$ cat src/design/sfr_bank3_pkg.sv
// constants, types and decode shared by the bank-3 register block
// assumes one core clock; all indices are 9-bit data-memory addresses
package sfr_bank3_pkg;
	localparam int DATA_W  = 8;
	localparam int ADDR_W  = 9;
	localparam int OFFS_W  = 7;
	localparam int NIB_W   = 4;
	localparam int PADDR_W = 12;

	// register indices; byte address on the bus is four times the index
	localparam logic [8:0] IDX_INDIRECT  = 9'h180;
	localparam logic [8:0] IDX_OPTIONS   = 9'h181;
	localparam logic [8:0] IDX_PC_LOW    = 9'h182;
	localparam logic [8:0] IDX_STATUS    = 9'h183;
	localparam logic [8:0] IDX_POINTER   = 9'h184;
	localparam logic [8:0] IDX_DIRECTION = 9'h186;
	localparam logic [8:0] IDX_PC_HIGH   = 9'h18a;
	localparam logic [8:0] IDX_INT_CTRL  = 9'h18b;
	// index bits 8:5 common to the whole region 0x180..0x19f
	localparam logic [3:0] REGION_TOP    = 4'hc;

	localparam int ST_C      = 0;
	localparam int ST_NIBBLE = 1;
	localparam int ST_Z      = 2;
	localparam int ST_SLEEP  = 3;
	localparam int ST_WDOG   = 4;
	localparam int ST_BANK0  = 5;
	localparam int ST_BANK1  = 6;
	localparam int ST_IBANK  = 7;

	localparam logic [7:0] STATUS_RST    = 8'h18;
	localparam logic [7:0] OPTIONS_RST   = 8'hff;
	localparam logic [7:0] DIRECTION_RST = 8'hff;
	localparam logic [7:0] PC_LOW_RST    = 8'h00;
	localparam logic [7:0] PC_HIGH_RST   = 8'h00;
	localparam logic [7:0] INT_CTRL_RST  = 8'h00;
	localparam logic [7:0] POINTER_RST   = 8'h00;
	localparam logic [7:0] PC_HIGH_MASK  = 8'h1f;

	typedef enum logic [3:0] {
		SEL_NONE, SEL_INDIRECT, SEL_OPTIONS, SEL_PC_LOW, SEL_STATUS,
		SEL_POINTER, SEL_DIRECTION, SEL_PC_HIGH, SEL_INT_CTRL
	} sel_type;

	typedef enum logic [2:0] {
		OP_MOVE, OP_LOGIC, OP_ADD, OP_SUB, OP_CLEAR
	} alu_op_type;

	// core registers match in every bank, option/direction in banks 1 and 3
	function automatic sel_type decode_sel(input logic [ADDR_W-1:0] a);
		logic [OFFS_W-1:0] o;
		o = a[OFFS_W-1:0];
		decode_sel = SEL_NONE;
		if (o == IDX_INDIRECT[OFFS_W-1:0])
			decode_sel = SEL_INDIRECT;
		else if (o == IDX_PC_LOW[OFFS_W-1:0])
			decode_sel = SEL_PC_LOW;
		else if (o == IDX_STATUS[OFFS_W-1:0])
			decode_sel = SEL_STATUS;
		else if (o == IDX_POINTER[OFFS_W-1:0])
			decode_sel = SEL_POINTER;
		else if (o == IDX_PC_HIGH[OFFS_W-1:0])
			decode_sel = SEL_PC_HIGH;
		else if (o == IDX_INT_CTRL[OFFS_W-1:0])
			decode_sel = SEL_INT_CTRL;
		else if (a[OFFS_W] && o == IDX_OPTIONS[OFFS_W-1:0])
			decode_sel = SEL_OPTIONS;
		else if (a[OFFS_W] && o == IDX_DIRECTION[OFFS_W-1:0])
			decode_sel = SEL_DIRECTION;
	endfunction
endpackage

$ cat src/design/sfr_address_map.sv
// forms the data-memory address of a file operand and decodes it
// assumes the bank bits and pointer come straight from their registers
`timescale 1ns/1ps
module sfr_address_map
	import sfr_bank3_pkg::*;
(
	input  wire logic [OFFS_W-1:0] direct_offset,
	input  wire logic [1:0]        bank_sel,
	input  wire logic              indirect_bank,
	input  wire logic [DATA_W-1:0] pointer,
	output logic      [ADDR_W-1:0] effective_address,
	output sel_type                reg_sel
);
	wire use_pointer = direct_offset == IDX_INDIRECT[OFFS_W-1:0];

	assign effective_address = use_pointer ? {indirect_bank, pointer}
		: {bank_sel, direct_offset};
	assign reg_sel = decode_sel(effective_address);
endmodule

$ cat src/design/status_flag_logic.sv
// ALU result and flag generation for the ops that reach file registers
// assumes operand_a is the minuend and the core's value for move/logic
`timescale 1ns/1ps
module status_flag_logic
	import sfr_bank3_pkg::*;
(
	input  alu_op_type             op,
	input  wire logic [DATA_W-1:0] operand_a,
	input  wire logic [DATA_W-1:0] operand_b,
	output logic      [DATA_W-1:0] result,
	output logic                   zero_flag,
	output logic                   nibble_carry_flag,
	output logic                   carry_flag,
	output logic                   update_zero,
	output logic                   update_nibble,
	output logic                   update_carry
);
	wire is_sub = op == OP_SUB;
	// subtract as add of the complement plus one: carries become not-borrow
	wire [DATA_W-1:0] addend = is_sub ? ~operand_b : operand_b;
	wire [DATA_W:0]   full_sum = {1'b0, operand_a} + {1'b0, addend}
		+ {{DATA_W{1'b0}}, is_sub};
	wire [NIB_W:0]    nib_sum = {1'b0, operand_a[NIB_W-1:0]}
		+ {1'b0, addend[NIB_W-1:0]} + {{NIB_W{1'b0}}, is_sub};
	wire arith = op == OP_ADD || is_sub;

	assign result = arith ? full_sum[DATA_W-1:0]
		: (op == OP_CLEAR) ? {DATA_W{1'b0}} : operand_a;
	assign zero_flag         = result == {DATA_W{1'b0}};
	assign carry_flag        = full_sum[DATA_W];
	assign nibble_carry_flag = nib_sum[NIB_W];
	assign update_zero       = op != OP_MOVE;
	assign update_nibble     = arith;
	assign update_carry      = arith;
endmodule

$ cat src/design/bank3_sfr_map_status_reg.sv
// bank-3 special-function registers with the status write protection
// assumes an APB master for software and one core op presented per cycle
//
// Our own choice: the APB slave port.
`timescale 1ns/1ps
module bank3_sfr_map_status_reg
	import sfr_bank3_pkg::*;
(
	input  wire logic                                core_clk,
	input  wire logic                                reset,
	input  wire logic                                psel,
	input  wire logic                                penable,
	input  wire logic                                pwrite,
	input  wire logic [sfr_bank3_pkg::PADDR_W-1:0]   paddr,
	input  wire logic [31:0]                         pwdata,
	output logic      [31:0]                         prdata,
	output logic                                     pready,
	output logic                                     pslverr,
	input  wire logic                                core_op_valid,
	input  sfr_bank3_pkg::alu_op_type                core_op,
	input  wire logic [sfr_bank3_pkg::OFFS_W-1:0]    core_file_offset,
	input  wire logic [sfr_bank3_pkg::DATA_W-1:0]    core_operand_a,
	input  wire logic [sfr_bank3_pkg::DATA_W-1:0]    core_operand_b,
	input  wire logic                                core_write_file,
	input  wire logic                                wdt_timeout_event,
	input  wire logic                                sleep_event,
	input  wire logic                                wdt_clear_event,
	output logic      [sfr_bank3_pkg::DATA_W-1:0]    core_read_data,
	output logic      [sfr_bank3_pkg::DATA_W-1:0]    alu_result,
	output logic      [sfr_bank3_pkg::ADDR_W-1:0]    effective_address,
	output logic      [sfr_bank3_pkg::DATA_W-1:0]    processor_status,
	output logic      [sfr_bank3_pkg::DATA_W-1:0]    timer_and_pullup_options,
	output logic      [sfr_bank3_pkg::DATA_W-1:0]    program_counter_low,
	output logic      [sfr_bank3_pkg::DATA_W-1:0]    indirect_pointer,
	output logic      [sfr_bank3_pkg::DATA_W-1:0]    port_b_direction,
	output logic      [sfr_bank3_pkg::DATA_W-1:0]    program_counter_high_buffer,
	output logic      [sfr_bank3_pkg::DATA_W-1:0]    interrupt_control
);
	import sfr_bank3_pkg::*;

	sel_type             core_sel;
	sel_type             apb_sel;
	sel_type             wr_sel;
	logic [DATA_W-1:0]   flag_result;
	logic                flag_z;
	logic                flag_nibble;
	logic                flag_c;
	logic                upd_z;
	logic                upd_nibble;
	logic                upd_c;
	logic [DATA_W-1:0]   next_status;

	// direct bank bits and indirect bank bit live in the status register
	sfr_address_map u_map (
		.direct_offset     (core_file_offset),
		.bank_sel          (processor_status[ST_BANK1:ST_BANK0]),
		.indirect_bank     (processor_status[ST_IBANK]),
		.pointer           (indirect_pointer),
		.effective_address (effective_address),
		.reg_sel           (core_sel)
	);

	status_flag_logic u_flags (
		.op                (core_op),
		.operand_a         (core_operand_a),
		.operand_b         (core_operand_b),
		.result            (flag_result),
		.zero_flag         (flag_z),
		.nibble_carry_flag (flag_nibble),
		.carry_flag        (flag_c),
		.update_zero       (upd_z),
		.update_nibble     (upd_nibble),
		.update_carry      (upd_c)
	);

	// bus side: word index, region hit and access phase
	wire [ADDR_W-1:0] apb_index  = paddr[ADDR_W+1:2];
	wire              apb_hit    = !paddr[PADDR_W-1] && apb_index[ADDR_W-1:5] == REGION_TOP;
	wire              apb_access = psel && penable;
	// core ops own the cycle; a bus access just waits, so a core that
	// issues ops every cycle starves software
	assign pready  = !core_op_valid;
	assign pslverr = apb_access && !apb_hit;
	assign apb_sel = apb_hit ? decode_sel(apb_index) : SEL_NONE;

	wire apb_wr   = apb_access && pready && pwrite && apb_hit;
	wire core_wr  = core_op_valid && core_write_file;
	wire wr_any   = core_wr || apb_wr;
	assign wr_sel = core_wr ? core_sel : apb_sel;
	wire [DATA_W-1:0] wr_data = core_wr ? flag_result : pwdata[DATA_W-1:0];

	wire wr_status    = wr_any && wr_sel == SEL_STATUS;
	wire wr_options   = wr_any && wr_sel == SEL_OPTIONS;
	wire wr_pc_low    = wr_any && wr_sel == SEL_PC_LOW;
	wire wr_pointer   = wr_any && wr_sel == SEL_POINTER;
	wire wr_direction = wr_any && wr_sel == SEL_DIRECTION;
	wire wr_pc_high   = wr_any && wr_sel == SEL_PC_HIGH;
	wire wr_int_ctrl  = wr_any && wr_sel == SEL_INT_CTRL;

	// any flag-touching op locks all three arithmetic bits against data
	wire flag_op     = core_op_valid && (upd_z || upd_nibble || upd_c);
	wire data_flags  = wr_status && !(core_wr && flag_op);

	// read view; indirect port is not storage and holes read zero
	function automatic logic [DATA_W-1:0] read_reg(input sel_type s);
		read_reg = {DATA_W{1'b0}};
		unique case (s)
			SEL_NONE:      read_reg = {DATA_W{1'b0}};
			SEL_INDIRECT:  read_reg = {DATA_W{1'b0}};
			SEL_OPTIONS:   read_reg = timer_and_pullup_options;
			SEL_PC_LOW:    read_reg = program_counter_low;
			SEL_STATUS:    read_reg = processor_status;
			SEL_POINTER:   read_reg = indirect_pointer;
			SEL_DIRECTION: read_reg = port_b_direction;
			SEL_PC_HIGH:   read_reg = program_counter_high_buffer;
			SEL_INT_CTRL:  read_reg = interrupt_control;
		endcase
	endfunction

	assign prdata = {{(32-DATA_W){1'b0}}, read_reg(apb_sel)};

	// one status register: bank bits, reset cause and ALU flags
	always_comb begin
		next_status = processor_status;
		if (wr_status) begin
			next_status[ST_IBANK:ST_BANK0] = wr_data[ST_IBANK:ST_BANK0];
		end
		if (data_flags) begin
			next_status[ST_Z:ST_C] = wr_data[ST_Z:ST_C];
		end
		if (core_op_valid && upd_z) begin
			next_status[ST_Z] = flag_z;
		end
		if (core_op_valid && upd_nibble) begin
			next_status[ST_NIBBLE] = flag_nibble;
		end
		if (core_op_valid && upd_c) begin
			next_status[ST_C] = flag_c;
		end
		// reset-cause bits move only on their own events, never on writes
		if (wdt_clear_event || sleep_event) begin
			next_status[ST_WDOG] = 1'b1;
		end
		if (wdt_timeout_event) begin
			next_status[ST_WDOG] = 1'b0;
		end
		if (wdt_clear_event) begin
			next_status[ST_SLEEP] = 1'b1;
		end
		if (sleep_event) begin
			next_status[ST_SLEEP] = 1'b0;
		end
	end

	always_ff @(posedge core_clk) begin
		if (reset) begin
			processor_status <= STATUS_RST;
		end else begin
			processor_status <= next_status;
		end
	end

	always_ff @(posedge core_clk) begin
		if (reset) begin
			timer_and_pullup_options <= OPTIONS_RST;
			port_b_direction         <= DIRECTION_RST;
		end else begin
			if (wr_options) begin
				timer_and_pullup_options <= wr_data;
			end
			if (wr_direction) begin
				port_b_direction <= wr_data;
			end
		end
	end

	// shared core registers: one copy whichever bank addressed them
	always_ff @(posedge core_clk) begin
		if (reset) begin
			program_counter_low         <= PC_LOW_RST;
			indirect_pointer            <= POINTER_RST;
			program_counter_high_buffer <= PC_HIGH_RST;
			interrupt_control           <= INT_CTRL_RST;
		end else begin
			if (wr_pc_low) begin
				program_counter_low <= wr_data;
			end
			if (wr_pointer) begin
				indirect_pointer <= wr_data;
			end
			if (wr_pc_high) begin
				program_counter_high_buffer <= wr_data & PC_HIGH_MASK;
			end
			if (wr_int_ctrl) begin
				interrupt_control <= wr_data;
			end
		end
	end

	// core sees the addressed register one cycle after presenting it
	always_ff @(posedge core_clk) begin
		if (reset) begin
			core_read_data <= {DATA_W{1'b0}};
			alu_result     <= {DATA_W{1'b0}};
		end else begin
			core_read_data <= read_reg(core_sel);
			if (core_op_valid) begin
				alu_result <= flag_result;
			end
		end
	end

	// checks
	AST_HOLES_READ_ZERO: assert property (@(posedge core_clk) disable iff (reset)
		apb_access && apb_hit && apb_sel == SEL_NONE |-> prdata == 32'h0000_0000)
		else $error("unimplemented bus address read nonzero");

	AST_STATUS_ON_BUS: assert property (@(posedge core_clk) disable iff (reset)
		apb_access && apb_sel == SEL_STATUS && !pwrite
		|-> prdata[DATA_W-1:0] == processor_status)
		else $error("status read does not show the status register");

	AST_MOVE_TO_STATUS: assert property (@(posedge core_clk) disable iff (reset)
		core_wr && core_sel == SEL_STATUS && core_op == OP_MOVE
		|=> processor_status[ST_IBANK:ST_BANK0] == $past(core_operand_a[ST_IBANK:ST_BANK0])
			&& processor_status[ST_Z:ST_C] == $past(core_operand_a[ST_Z:ST_C]))
		else $error("move into status did not store the data");

	AST_FLAGS_FROM_LOGIC: assert property (@(posedge core_clk) disable iff (reset)
		core_wr && core_sel == SEL_STATUS && (core_op == OP_ADD || core_op == OP_SUB)
		|=> processor_status[ST_Z:ST_C] == $past({flag_z, flag_nibble, flag_c}))
		else $error("arithmetic write into status overrode the flag logic");

	AST_CAUSE_IGNORES_WRITES: assert property (@(posedge core_clk) disable iff (reset)
		!wdt_timeout_event && !sleep_event && !wdt_clear_event
		|=> processor_status[ST_WDOG:ST_SLEEP] == $past(processor_status[ST_WDOG:ST_SLEEP]))
		else $error("reset-cause flags changed without their event");

	AST_SLEEP_CAUSE: assert property (@(posedge core_clk) disable iff (reset)
		sleep_event && !wdt_timeout_event && !wdt_clear_event
		|=> processor_status[ST_WDOG:ST_SLEEP] == 2'h2)
		else $error("sleep entry did not mark the reset-cause flags");

	AST_CLEAR_STATUS: assert property (@(posedge core_clk) disable iff (reset)
		core_wr && core_sel == SEL_STATUS && core_op == OP_CLEAR
		|=> processor_status[ST_IBANK:ST_BANK0] == 3'h0 && processor_status[ST_Z]
			&& processor_status[ST_NIBBLE:ST_C] == $past(processor_status[ST_NIBBLE:ST_C]))
		else $error("clear of status gave the wrong pattern");

	AST_BORROW_SENSE: assert property (@(posedge core_clk) disable iff (reset)
		core_op_valid && core_op == OP_SUB
		|=> processor_status[ST_C] == ($past(core_operand_a) >= $past(core_operand_b))
			&& processor_status[ST_NIBBLE]
				== ($past(core_operand_a[NIB_W-1:0]) >= $past(core_operand_b[NIB_W-1:0])))
		else $error("subtract carry is not an inverted borrow");

	AST_DIRECT_BANK: assert property (@(posedge core_clk) disable iff (reset)
		core_op_valid && core_file_offset != IDX_INDIRECT[OFFS_W-1:0]
		|-> effective_address
			== {processor_status[ST_BANK1:ST_BANK0], core_file_offset})
		else $error("direct address does not follow the bank bits");

	AST_CORE_ALIAS: assert property (@(posedge core_clk) disable iff (reset)
		core_wr && core_sel == SEL_POINTER
		|=> indirect_pointer == $past(flag_result))
		else $error("pointer not shared across banks");

	AST_POINTER_ANY_BANK: assert property (@(posedge core_clk) disable iff (reset)
		core_op_valid
		&& core_file_offset == IDX_POINTER[OFFS_W-1:0]
		|-> core_sel == SEL_POINTER)
		else $error("pointer offset missed in some bank");

	AST_BUS_POINTER_WRITE: assert property (@(posedge core_clk) disable iff (reset)
		apb_wr && apb_sel == SEL_POINTER
		|=> indirect_pointer
			== $past(pwdata[DATA_W-1:0]))
		else $error("bus write to pointer lost");

	AST_BUS_STATUS_WRITE: assert property (@(posedge core_clk) disable iff (reset)
		apb_wr && apb_sel == SEL_STATUS
		|=> processor_status[ST_IBANK:ST_BANK0]
			== $past(pwdata[ST_IBANK:ST_BANK0])
			&& processor_status[ST_Z:ST_C]
			== $past(pwdata[ST_Z:ST_C]))
		else $error("bus write to status lost");

	AST_TIMEOUT_CAUSE: assert property (@(posedge core_clk) disable iff (reset)
		wdt_timeout_event
		|=> !processor_status[ST_WDOG])
		else $error("timeout did not clear the watchdog flag");

	AST_WDOG_CLEAR_CAUSE: assert property (@(posedge core_clk) disable iff (reset)
		wdt_clear_event && !wdt_timeout_event
		&& !sleep_event
		|=> processor_status[ST_WDOG:ST_SLEEP] == 2'h3)
		else $error("watchdog clear did not set both cause flags");

	AST_LOGIC_FLAGS: assert property (@(posedge core_clk) disable iff (reset)
		core_op_valid && core_op == OP_LOGIC
		|=> processor_status[ST_Z]
			== ($past(core_operand_a) == 8'h00)
			&& processor_status[ST_NIBBLE:ST_C]
			== $past(processor_status[ST_NIBBLE:ST_C]))
		else $error("logic op flags wrong");

	AST_ADD_CARRY: assert property (@(posedge core_clk) disable iff (reset)
		core_op_valid && core_op == OP_ADD
		|=> processor_status[ST_C] == ({1'b0, $past(core_operand_a)} + {1'b0, $past(core_operand_b)} > 9'h0ff))
		else $error("add carry wrong");

	AST_MOVE_KEEPS_FLAGS: assert property (@(posedge core_clk) disable iff (reset)
		core_op_valid && core_op == OP_MOVE
		&& !(core_wr && core_sel == SEL_STATUS)
		|=> processor_status[ST_Z:ST_C] == $past(processor_status[ST_Z:ST_C]))
		else $error("move changed a flag");

	AST_CORE_HOLE_READ: assert property (@(posedge core_clk) disable iff (reset)
		core_sel == SEL_NONE || core_sel == SEL_INDIRECT
		|=> core_read_data == 8'h00)
		else $error("core read of a hole nonzero");

	AST_HOLE_WRITE_DROPPED: assert property (@(posedge core_clk) disable iff (reset)
		core_wr && core_sel == SEL_NONE
		|=> $stable(indirect_pointer)
			&& $stable(program_counter_low)
			&& $stable(interrupt_control))
		else $error("write to a hole changed a register");

	AST_PC_HIGH_WIDTH: assert property (@(posedge core_clk) disable iff (reset)
		core_wr && core_sel == SEL_PC_HIGH
		|=> (program_counter_high_buffer & ~PC_HIGH_MASK) == 8'h00)
		else $error("high buffer kept unused bits");

	AST_INDIRECT_ADDRESS: assert property (@(posedge core_clk) disable iff (reset)
		core_op_valid && core_file_offset == IDX_INDIRECT[OFFS_W-1:0]
		|-> effective_address
			== {processor_status[ST_IBANK], indirect_pointer})
		else $error("indirect address ignores the pointer");

	AST_OUTSIDE_ERROR: assert property (@(posedge core_clk) disable iff (reset)
		apb_access && !apb_hit
		|-> pslverr && prdata == 32'h0000_0000)
		else $error("outside access not refused");

	AST_CLEAR_ZERO_RESULT: assert property (@(posedge core_clk) disable iff (reset)
		core_op_valid && core_op == OP_CLEAR
		|=> alu_result == 8'h00 && processor_status[ST_Z])
		else $error("clear did not give zero");
endmodule

$ cat config.mk
export PLATFORM = sky130hd
export DESIGN_NAME = bank3_sfr_map_status_reg
export DESIGN_NICKNAME = d
export VERILOG_FILES = /design/src/design/sfr_bank3_pkg.sv /design/src/design/sfr_address_map.sv /design/src/design/status_flag_logic.sv /design/src/design/bank3_sfr_map_status_reg.sv
export SDC_FILE = /design/constraint.sdc
export NUM_CORES = 1
export LEC_CHECK = 0
export BUFFER_PORTS_ARGS = -buffer_cell sky130_fd_sc_hd__buf_2
export CAP_MARGIN = 25
export CELL_PAD_IN_SITES_DETAIL_PLACEMENT = 0
export CELL_PAD_IN_SITES_GLOBAL_PLACEMENT = 1
export CORE_AREA = 2 2 118 120
export CTS_BUF_LIST = sky130_fd_sc_hd__clkbuf_4
export CTS_CLUSTER_DIAMETER = 30
export DETAILED_ROUTE_END_ITERATION = 7
export DIE_AREA = 0 0 120 122
export PLACE_DENSITY = 0.83
export SYNTH_ARGS = -nofsm -noshare
export SYNTH_HDL_FRONTEND = slang
export SYNTH_SLANG_ARGS = --single-unit
$ cat constraint.sdc
create_clock -name core_clk -period 4.1 [get_ports core_clk]
set_clock_uncertainty 0.15 [all_clocks]
set_input_delay 0 -clock core_clk [delete_from_list [all_inputs] [get_ports core_clk]]
set_output_delay 0 -clock core_clk [all_outputs]
set_load 0.02 [all_outputs]
======== Yosys cells after proc, flatten, opt, wreduce, memory -nomap -nowiden ========
Cells that the tools add are included.
storage, ports and cells
  bits in registers ....................... 69
  output and inout port bits .............. 115
  logic and storage cells ................. 137
  input bits .............................. 80
operators by class
  $add $sub $neg .......................... 4
  reduce and logical (&&, ||, !) cells .... 45
  bitwise logic cells ..................... 1
  equality and inequality tests ........... 41
  multiplexer cells ....................... 33
operators with widths
  kind                number
  $pmux 8 s8          2
  $mux 4              15
  $eq 4x3->1 const B  12
  $mux 8              4
  $eq 7x2->1 const B  4
  $eq 7x3->1 const B  4
  $eq 7x4->1 const B  4
  $eq 4x2->1 const B  6
  $logic_and 1x1->1   23
  $logic_not 7->1     3
  $eq 4x4->1 const B  4
  $eq 7x1->1 const B  2
  $mux 3              4
  $add 8x8->9         1
  $add 9x1->9         1
  $mux 9              1
  $eq 4x1->1 const B  2
  $logic_not 4->1     2
  $logic_not 8->1     1
  $not 8->8           1
  $reduce_bool 2->1   4
  $mux 1              7
  $eq 3x2->1 const B  2
  $add 4x4->5         1
  6 further kinds     14

======== Depth between registers and ports, before layout ========
Gate-level depths: netlist of run 1.
  depth in word-level cells ............... 18
  depth in mapped cells ................... 12
  gate-level depth less buffers ........... 11

======== Modules after synthesis ========
A second synthesis of run 1 with hierarchy kept.
second synthesis, totals
  cells, all modules ...................... 639
  area total of the unflattened synthesis .. 5211.2 µm²
by module, submodules not included
  module                    cells an instance  area each (µm²)  seq. area each (µm²)  times used
  bank3_sfr_map_status_reg  494                4210.3           1381.3                1
  status_flag_logic         94                 643.1            0.0                   1
  sfr_address_map           51                 357.8            0.0                   1

======== Least setup slack after synthesis of run 1 ========
OpenSTA, ideal clock, no wires.
  path kind ............................... input port to flip-flop
  start ................................... input port core_op[1]
  end ..................................... register interrupt_control[6] (netlist bit)
  stages on the path ...................... 12
  path slack .............................. 1.047 ns
  arrival ................................. 2.812 ns
  setup time .............................. 0.091 ns
  required time ........................... 3.859 ns
  path buffers ............................ 1
  cell sequence ........................... clkbuf_1 -> nor2b_1 -> nand2_1 -> xnor2_1 -> fa_1 -> a21o_1 -> a21oi_1 -> o21ai_0 -> xnor2_1 -> a211oi_1 -> nor2_1 -> a311oi_1
on the way
  longest elaborated chain between the ends .. 6
ends and longest elaborated chain
  item                    RTL line                         RTL
  start: declaration      bank3_sfr_map_status_reg.sv:20   input sfr_bank3_pkg::alu_op_type core_op,
  $eq 3x2->1              status_flag_logic.sv:18          wire is_sub = op == OP_SUB;
  $mux 8                  status_flag_logic.sv:20          wire [DATA_W-1:0] addend = is_sub ? ~operand_b : operand_b;
  $add 8x8->9             status_flag_logic.sv:21          wire [DATA_W:0] full_sum = {1'b0, operand_a} + {1'b0, addend}
  $add 9x1->9             status_flag_logic.sv:22          + {{DATA_W{1'b0}}, is_sub};
  $mux 8 (*)              status_flag_logic.sv:27          assign result = arith ? full_sum[DATA_W-1:0]
  $mux 8 (*)              bank3_sfr_map_status_reg.sv:90   wire [DATA_W-1:0] wr_data = core_wr ? flag_result : pwdata[DATA_W-1:0];
  end signal: assignment  bank3_sfr_map_status_reg.sv:195  interrupt_control <= wr_data;
  end: declaration        bank3_sfr_map_status_reg.sv:37   output logic [sfr_bank3_pkg::DATA_W-1:0] interrupt_control
Mark *: on every way between the ends. The rest lies on a longest branch, timed or not.
A chain may end at the register's enable or synchronous reset.

======== Worst setup path after layout of run 1 ========
  start ................................... input port core_op_valid
  end ..................................... register processor_status[1] (netlist bit)
on the way
  longest elaborated chain between the ends .. 8
ends and longest elaborated chain
  item                                            RTL line                         RTL
  start: declaration                              bank3_sfr_map_status_reg.sv:19   input wire logic core_op_valid,
  branches (longest 8 deep; another with $mux 4)  --
  end signal: assignment                          bank3_sfr_map_status_reg.sv:159  processor_status <= next_status;
  end: declaration                                bank3_sfr_map_status_reg.sv:31   output logic [sfr_bank3_pkg::DATA_W-1:0] processor_status,
Several ways; the timed one is not identified. The select of a mux whose other input is x is not followed.

==> results of run 1 <==
worst reg2reg max path: cells and delay by family, from the launching register on:
family	cells	cell delay (ns)
AO/OA/AOI/OAI	4	1.64
flip-flops	1	0.55
AND/OR/NAND/NOR	3	0.76
buffers and inverters	1	0.53
state kept, by name (all words and copies together) (netlist names):
signal,cells
program_counter_low,8
alu_result,8
core_read_data,8
indirect_pointer,8
processor_status,8
program_counter_high_buffer,5
timer_and_pullup_options,8
interrupt_control,8
port_b_direction,8
metrics by stage:
step | hold WS, ns | util [%] | power (uW) | cell area (um2)
floorplan | -0.0386 | - | 978 | 4840
CTS | 0.0166 | 44.7 | 1610 | 6030
global placement | 0.0511 | 41.4 | 1080 | 5600
finish | 0.0284 | 44.8 | 1610 | 6040
detailed placement | 0.0483 | 41.4 | 1090 | 5600
global route | 0.0595 | 44.7 | 1680 | 6040
cell usage in the layout, fill, tap and decap left out, types with 5 or more instances in the layout:
master         count
a22o_1             5
o21ai_0           40
mux2i_1           31
nand3_1           28
dlygate4sd3_1     28
nor2_1            58
a21o_1             6
or3_1              8
a221oi_1           5
mux2_2             5
a31oi_1           11
dfxtp_1           69
inv_1             12
nor4_1             7
xnor2_1            9
conb_1            27
a22oi_1            5
buf_2            141
clkbuf_4           9
a211oi_1           6
o211a_1            5
nand2_1           47
nor3_1            13
buf_4             19
o211ai_1           8
nand2b_1           5
a21oi_1           38
ha_1               7
a222oi_1          17
cell families (layout without fill, tap and decap cells):
kind of cell / Yosys count / count (layout) / synth area share (%)
flops: 69 / 69 / 29.1
simple gates: 199 / 199 / 21.4
mux: 38 / 38 / 8.68
buf+inv: 67 / 217 / 7.97
compound gates: 186 / 186 / 28.2
other cells: 1 / 28 / 0.0791
xor+xnor: 12 / 12 / 2.22
fa+ha+maj: 8 / 8 / 2.27
worst paths after layout:
kind / endpoint / slack (ns) / cells past startpoint
worst max-delay path: processor_status[1]$_SDFFE_PP0P_ / 0.35 / 11
worst min-delay path: alu_result[3]$_SDFFE_PP0P_ / 0.03 / 5
worst max register to register: processor_status[1]$_SDFFE_PP0P_ / 0.41 / 8
worst min register to register: alu_result[4]$_SDFFE_PP0P_ / 0.35 / 2
final cells by class:
type                            count  area share [%]
Tap cell                          180            3.73
Multi-Input combinational cell    470            51.3
Sequential cell                    69            22.9
Antenna cell                        1          0.0414
Inverter                           13           0.807
Clock buffer                        9            1.12
Clock inverter                      7            1.47
Timing Repair Buffer              188            18.7
repair_timing:
item,CTS,global route
setup endpoints to repair,0,1
hold buffers,28,0
gates resized for setup,0,1
hold endpoints to repair,44,0
setup buffers,0,0
per-layer routing:
metal / GRT usage, % / wire length (um)
met5: 0 / 0
met4: 11.7 / 718
met1: 29.6 / 7300
met2: 40.0 / 8470
met3: 4.45 / 1540
power groups by stage:
| stage | Combinational, uW | Sequential (uW) | Clock, uW |
|---|---|---|---|
| 2_1_floorplan | 243 | 735 | 0 |
| 3_3_place_gp | 361 | 724 | 0 |
| 3_5_place_dp | 367 | 724 | 0 |
| 4_1_cts | 391 | 709 | 514 |
| 5_1_grt | 433 | 711 | 536 |
| 6_report | 397 | 710 | 508 |
==> summary.md, run 1 <==
| Metric | Value |
|---|---|
| Run status | complete, but fails checks |
| Failing checks | DRC |
| Cell mode on critical path | dlygate4sd3_1 |
| Bufs and invs on worst path | 5 |
| Async S/R FF share, synth | 0% |
| First-pass GRT wire length | 27200 um |
| Root buffer cell | clkbuf_4 |
| CP max stage delay | 0.60 ns |
| Count of final hold-check violations | 0 |
| Synth cell types | 76 |
| TritonRoute pass-1 iters | 8 |
| Yosys warns | 0 |
| Top Ports | 195 |
| Setup_tns | 0 ns |
| FF+latch count, synth | 69 |
| Die Span Y | 122 um |
| Num Clock Sinks | 69 |
| Crit-path slowest cell | o31ai_2 |
| Power Dens Cells | 267 nW/um2 |
| Die Wd | 120 um |
| Post-layout minimum cycle time | 3.75 ns |
| Hold Path Origin | core_operand_a[3] |
| Port bufs | 141 |
| Post-synth top area cell | dfxtp_1 |
| Drt via density | 5.78 |
| Critical path launch point type | primary input |
| Final setup margin | 0.353 ns |
| Maximum VDD drop | 111 uV |
| Fmax achieved | 267 MHz |
| Synth top area share | 29.1% |
| Number of fill cells in the layout | 1359 |
| Crit Path Class | primary input to register |
| Avg WL per Cell | 19.2 um |
| CTS buffer count | 9 |
| FF-to-FF Start | indirect_pointer[0]$_SDFFE_PP0P_ |
| Die area | 14600 um2 |
| Crit path required time | 4.33 ns |
| Multi-input logic area | 3100 um2 |
| Area contributors post-synth | dfxtp_1 (29%), mux2i_1 (6.5%), buf_4 (4.8%), nor2_1 (4.6%), o21ai_0 (4.2%) |
| Critical-path cell list | dlygate4sd3_1 > buf_2 > inv_1 > nor2_1 > buf_4 > o31ai_1 > o31ai_2 > o211ai_4 > or4_1 > nand3_1 > dlygate4sd3_1 |
| Combinational fraction of design power | 24.6% |
| CP Max Fanout | 17 |
| Worst-case clock buffer depth | 2 |
| Layout area overhead | 27.5% |
| Tot GR Track Use | 23.9% |
| Critical Path Start | core_op_valid |
| Place WS | 0.565 ns |
| DR DRC count | 5 |
| Switching power | 535 uW |
| CTS tree | done |
| Cell internal pwr | 1080 uW |
| Unrepaired setup endpoints after global routing | false |
| Vias in the first global route | 5053 |
| Delay-heaviest family, CP | buffers and inverters |
| H-tree Lvls | 3 |
| GPL Wtd Cong | 0.927 |
| Mapped Area | 4740 um2 |
| Worst-margin pin slew | 1.05 ns |
| Nets | 839 |
| Final wirelength | 18000 um |
| Most frequent cell after synthesis | dfxtp_1 |
| Fin. max-slew vios | 0 |
| Register share of total power | 44.0% |
| Leak Pwr | 0.00258 uW |
| Core footprint | 13500 um2 |
| Skew-Pair Late Insertion Delay | 0.43 ns |
| Rows | 43 |
| Tcrit/Tclk final | 91.4% |
| DR vias | 5418 |
| Register area share after synthesis | 29.1% |
| Initial Utilization | 35.1% |
| Post-route ant nets | 0 |
| Min-Delay Path Class | primary input to register |
| Reg clk slew, reported paths | 0.11 ns |
| Endpoints failing setup | 0 |
| Final cell count without fillers | 937 |
| Register area | 1380 um2 |
| Layout cell share with drive strength beyond 1 | 27.4% |
| Data arrival, critical path | 3.98 ns |
| Avg Cell Area, Syn | 8.17 um2 |
| Clock Power Share | 31.5% |
| DRT iter0 DRCs | 619 |
| Largest net degree at the start of global routing | 52 |
| Overflow after GRT | 0 |
| CP endpoint kind | register |
| Initial antenna violation count | 0 |
| Mapped Cells | 580 |
| Max capacitance violation total | 0 |
| DP Wirelength | 13600 um |
| Most instantiated cells after synthesis | dfxtp_1 (69), nor2_1 (58), nand2_1 (47), o21ai_0 (40), a21oi_1 (38) |
| Top_reg_cell synth | dfxtp_1 |
| Inst Count DP | 892 |
| Post-synth EDFFs | 0 |
| Sw Ratio | 33.1% |
| Slew margin rel. | 29.1% |
Note: power is estimated with default switching activity, not from simulation.
==> run 2: changes to the inputs <==
ABC_AREA = 1   (was not set)
CORE_AREA = 2 2 122 124   (was 2 2 118 120)
DIE_AREA = 0 0 124 126   (was 0 0 120 122)
PLACE_DENSITY = 0.82   (was 0.83)
==> summary.md, run 2 <==
| Metric | Value |
|---|---|
| Post-layout instance area | 5960 um2 (-1.3%) |
| Nets | 977 (+16%) |
| Run status | finished, final reports clean |
| GPL Wtd Cong | 0.940 (+1.4%) |
| Synth cell types | 50 (-34%) |
| Reg-to-Reg End | timer_and_pullup_options[2]$_SDFFE_PP1P_ |
| Most frequent cell after synthesis | nand2_1 |
| Dpl cell area | 5550 um2 (-0.85%) |
| Fmax achieved | 312 MHz (+17%) |
| Worst-margin pin slew | 0.658 ns (-0.393 ns) |
| Synth top area share | 28.9% (-0.24 points) |
| Yosys warns | 0 (unchanged) |
| Mapped Cells | 722 (+24%) |
| Setup bufs post-CTS | 0 (unchanged) |
| Hold Path Origin | core_op[1] |
| Leak Pwr | 0.00307 uW (+19%) |
| Final setup margin | 0.897 ns (+0.544 ns) |
| Overflow after GRT | 0 (unchanged) |
| H-tree Lvls | 3 (unchanged) |
| CTS buffer count | 9 (unchanged) |
| CP max stage delay | 0.59 ns (about the same) |
| Crit path required time | 4.27 ns (-0.06 ns) |
| Avg Cell Area, Syn | 6.62 um2 (-19%) |
| Critical-path cell list | dlygate4sd3_1 > buf_2 > nand2_1 > inv_1 > a31oi_1 > inv_1 > nand2_1 > inv_2 > nand2_2 > inv_2 > nand2_4 > a21oi_1 > o21ai_1 > dlygate4sd3_1 |
| Port bufs | 141 (unchanged) |
| Top Ports | 195 (unchanged) |
| Commonest non-fill, non-tap cell in the layout | buf_2 |
| Drt via density | 4.87 (-16%) |
| FF+latch count, synth | 69 (unchanged) |
| Instance count along the most critical hold path | 7 (+2) |
| Worst-case clock buffer depth | 2 (unchanged) |
| Initial Utilization | 33.4% (-1.7 points) |
| Endpoints failing setup | 0 (unchanged) |
| Reg clk slew, reported paths | 0.11 ns (about the same) |
| Die Wd | 124 um (+3.3%) |
| Die area | 15600 um2 (+6.7%) |
| Rows | 44 (+2.3%) |
| First-pass GRT wire length | 25000 um (-8.1%) |
| Largest net degree at the start of global routing | 46 (-12%) |
| Final wirelength | 16300 um (-9.7%) |
| DRT iter0 DRCs | 416 (-33%) |
| Mapped Area | 4780 um2 (+0.82%) |
| Unrepaired setup endpoints after global routing | false |
| Post-synth EDFFs | 0 (unchanged) |
| Skew-Pair Late Insertion Delay | 0.43 ns (about the same) |
| Die Span Y | 126 um (+3.3%) |
| Place WS | 0.772 ns (+0.207 ns) |
| Maximum VDD drop | 121 uV (+9.3%) |
| Critical path launch point type | primary input |
| Worst Hold End | processor_status[2]$_SDFFE_PP0P_ |
| Setup_tns | 0 ns (unchanged) |
| Register area share after synthesis | 28.9% (-0.24 points) |
| Post-synth top area cell | dfxtp_1 |
| Top_reg_cell synth | dfxtp_1 |
| Post-route ant nets | 0 (unchanged) |
| FF-to-FF setup slack | 1.16 ns (+0.75 ns) |
| Layout area overhead | 24.8% |
| Power Dens Cells | 248 nW/um2 (-7.3%) |
| CP endpoint kind | register |
| DR DRC count | 0 (-5) |
| Ant diodes | 0 (-1) |
| Vias in the first global route | 4718 (-6.6%) |
| Num Clock Sinks | 69 (unchanged) |
| TritonRoute pass-1 iters | 5 (-3) |
| Tot GR Track Use | 20.6% (-3.3 points) |
| Final Util | 41.7% (-3.1 points) |
| Commonest non-fill, non-tap cells in the layout | buf_2 (141), nand2_1 (110), inv_1 (101) |
| Reg2Reg Depth | 14 (+6) |
| FF-to-FF Start | indirect_pointer[4]$_SDFFE_PP0P_ |
| DR vias | 5253 (-3.0%) |
| Worst Hold Slack | 0.0264 ns (-0.00205 ns) |
| Max capacitance violation total | 0 (unchanged) |
| Async S/R FF share, synth | 0% (unchanged) |
| CP Max Fanout | 17 (unchanged) |
| Post-layout minimum cycle time | 3.20 ns (-0.544 ns) |
| Area contributors post-synth | dfxtp_1 (29%), nand2_1 (8.6%), inv_1 (7.9%), nor2_1 (7.6%), a21oi_1 (5.0%) |
| Avg WL per Cell | 15.1 um (-22%) |
| Number of fill cells in the layout | 1594 (+17%) |
| Data arrival, critical path | 3.37 ns (-0.61 ns) |
| Min-Delay Path Class | primary input to register |
| Core footprint | 14300 um2 (+6.0%) |
| DP Wirelength | 12700 um (-6.5%) |
| Fin. max-slew vios | 0 (unchanged) |
| CTS tree | done |
| Crit-path slowest cell | inv_1 |
| Tcrit/Tclk final | 78.1% (-13 points) |
| Count of final hold-check violations | 0 (unchanged) |
| Root buffer cell | clkbuf_4 |
| Layout cell share with drive strength beyond 1 | 24.2% (-3.2 points) |
| Crit Path Class | primary input to register |
| Initial antenna violation count | 0 (unchanged) |
| Slew margin rel. | 55.8% (+27 points) |
| Most instantiated cells after synthesis | nand2_1 (110), inv_1 (101), nor2_1 (97), dfxtp_1 (69), a21oi_1 (48) |
run 2: layout make-up:
cell class | instances | area (um2) | area share (%)
multi-input combinational | 526 | 2790 | 46.8
sequential | 69 | 1380 | 23.2
timing repair buffer | 173 | 1020 | 17.0
inverter | 110 | 413 | 6.92
tap | 184 | 230 | 3.86
clock buffer | 11 | 82.6 | 1.38
clock inverter | 5 | 51.3 | 0.860
run 2: report_power, final:
group / switching, uW / internal (uW) / total [uW]
Clock: 248 / 196 / 444
Sequential: 13.3 / 685 / 698
Combinational: 220 / 114 / 334
run 2: worst max-delay path by stage:
| stage | from | slack [ns] | endpoint |
|---|---|---|---|
| floorplan | core_op[2] | 1.51 | program_counter_low[6]$_SDFFE_PP0P_ |
| global placement | core_op[2] | 0.89 | port_b_direction[6]$_SDFFE_PP1P_ |
| detailed placement | core_op[2] | 0.77 | port_b_direction[6]$_SDFFE_PP1P_ |
| CTS | core_op_valid | 0.92 | timer_and_pullup_options[4]$_SDFFE_PP1P_ |
| global route | core_op[2] | 0.52 | interrupt_control[6]$_SDFFE_PP0P_ |
| finish | core_op_valid | 0.90 | timer_and_pullup_options[2]$_SDFFE_PP1P_ |
run 2: cells by family after synthesis:
logic type	synth area share, %
XOR/XNOR	1.65
other	0.0785
AO/OA/AOI/OAI	21.4
AND/OR/NAND/NOR	30.9
buffers and inverters	14.8
adder cells (fa/ha/maj)	2.25
flip-flops	28.9
run 2: stage by stage:
step / power (uW) / std cells
after floorplan: 941 / 748
after global placement: 1020 / 1034
after detailed placement: 1020 / 1034
after CTS: 1480 / 1078
after global routing: 1550 / 1078
final: 1480 / 1078
run 2: metal layers:
metal / vias to the layer above / part of all wire [%] / wire [um] / GRT usage, %
met1: 2330 / 46 / 7480 / 28.6
met5: - / 0 / 0 / 0
met4: 0 / 2.0 / 320 / 6.68
li1: 2672 / - / - / -
met3: 27 / 7.6 / 1240 / 3.35
met2: 224 / 44 / 7230 / 32.4
run 2: what timing repair did:
action                    in CTS  in global routing
hold buffers                  28                  0
hold endpoints to repair      49                  0
gates resized for setup        0                  0
run 2: worst max-delay path, delay by kind of cell:
| family | cells | cell delay (ns) |
|---|---|---|
| simple gates | 4 | 0.67 |
| buf+inv | 7 | 2.28 |
| compound gates | 3 | 0.42 |
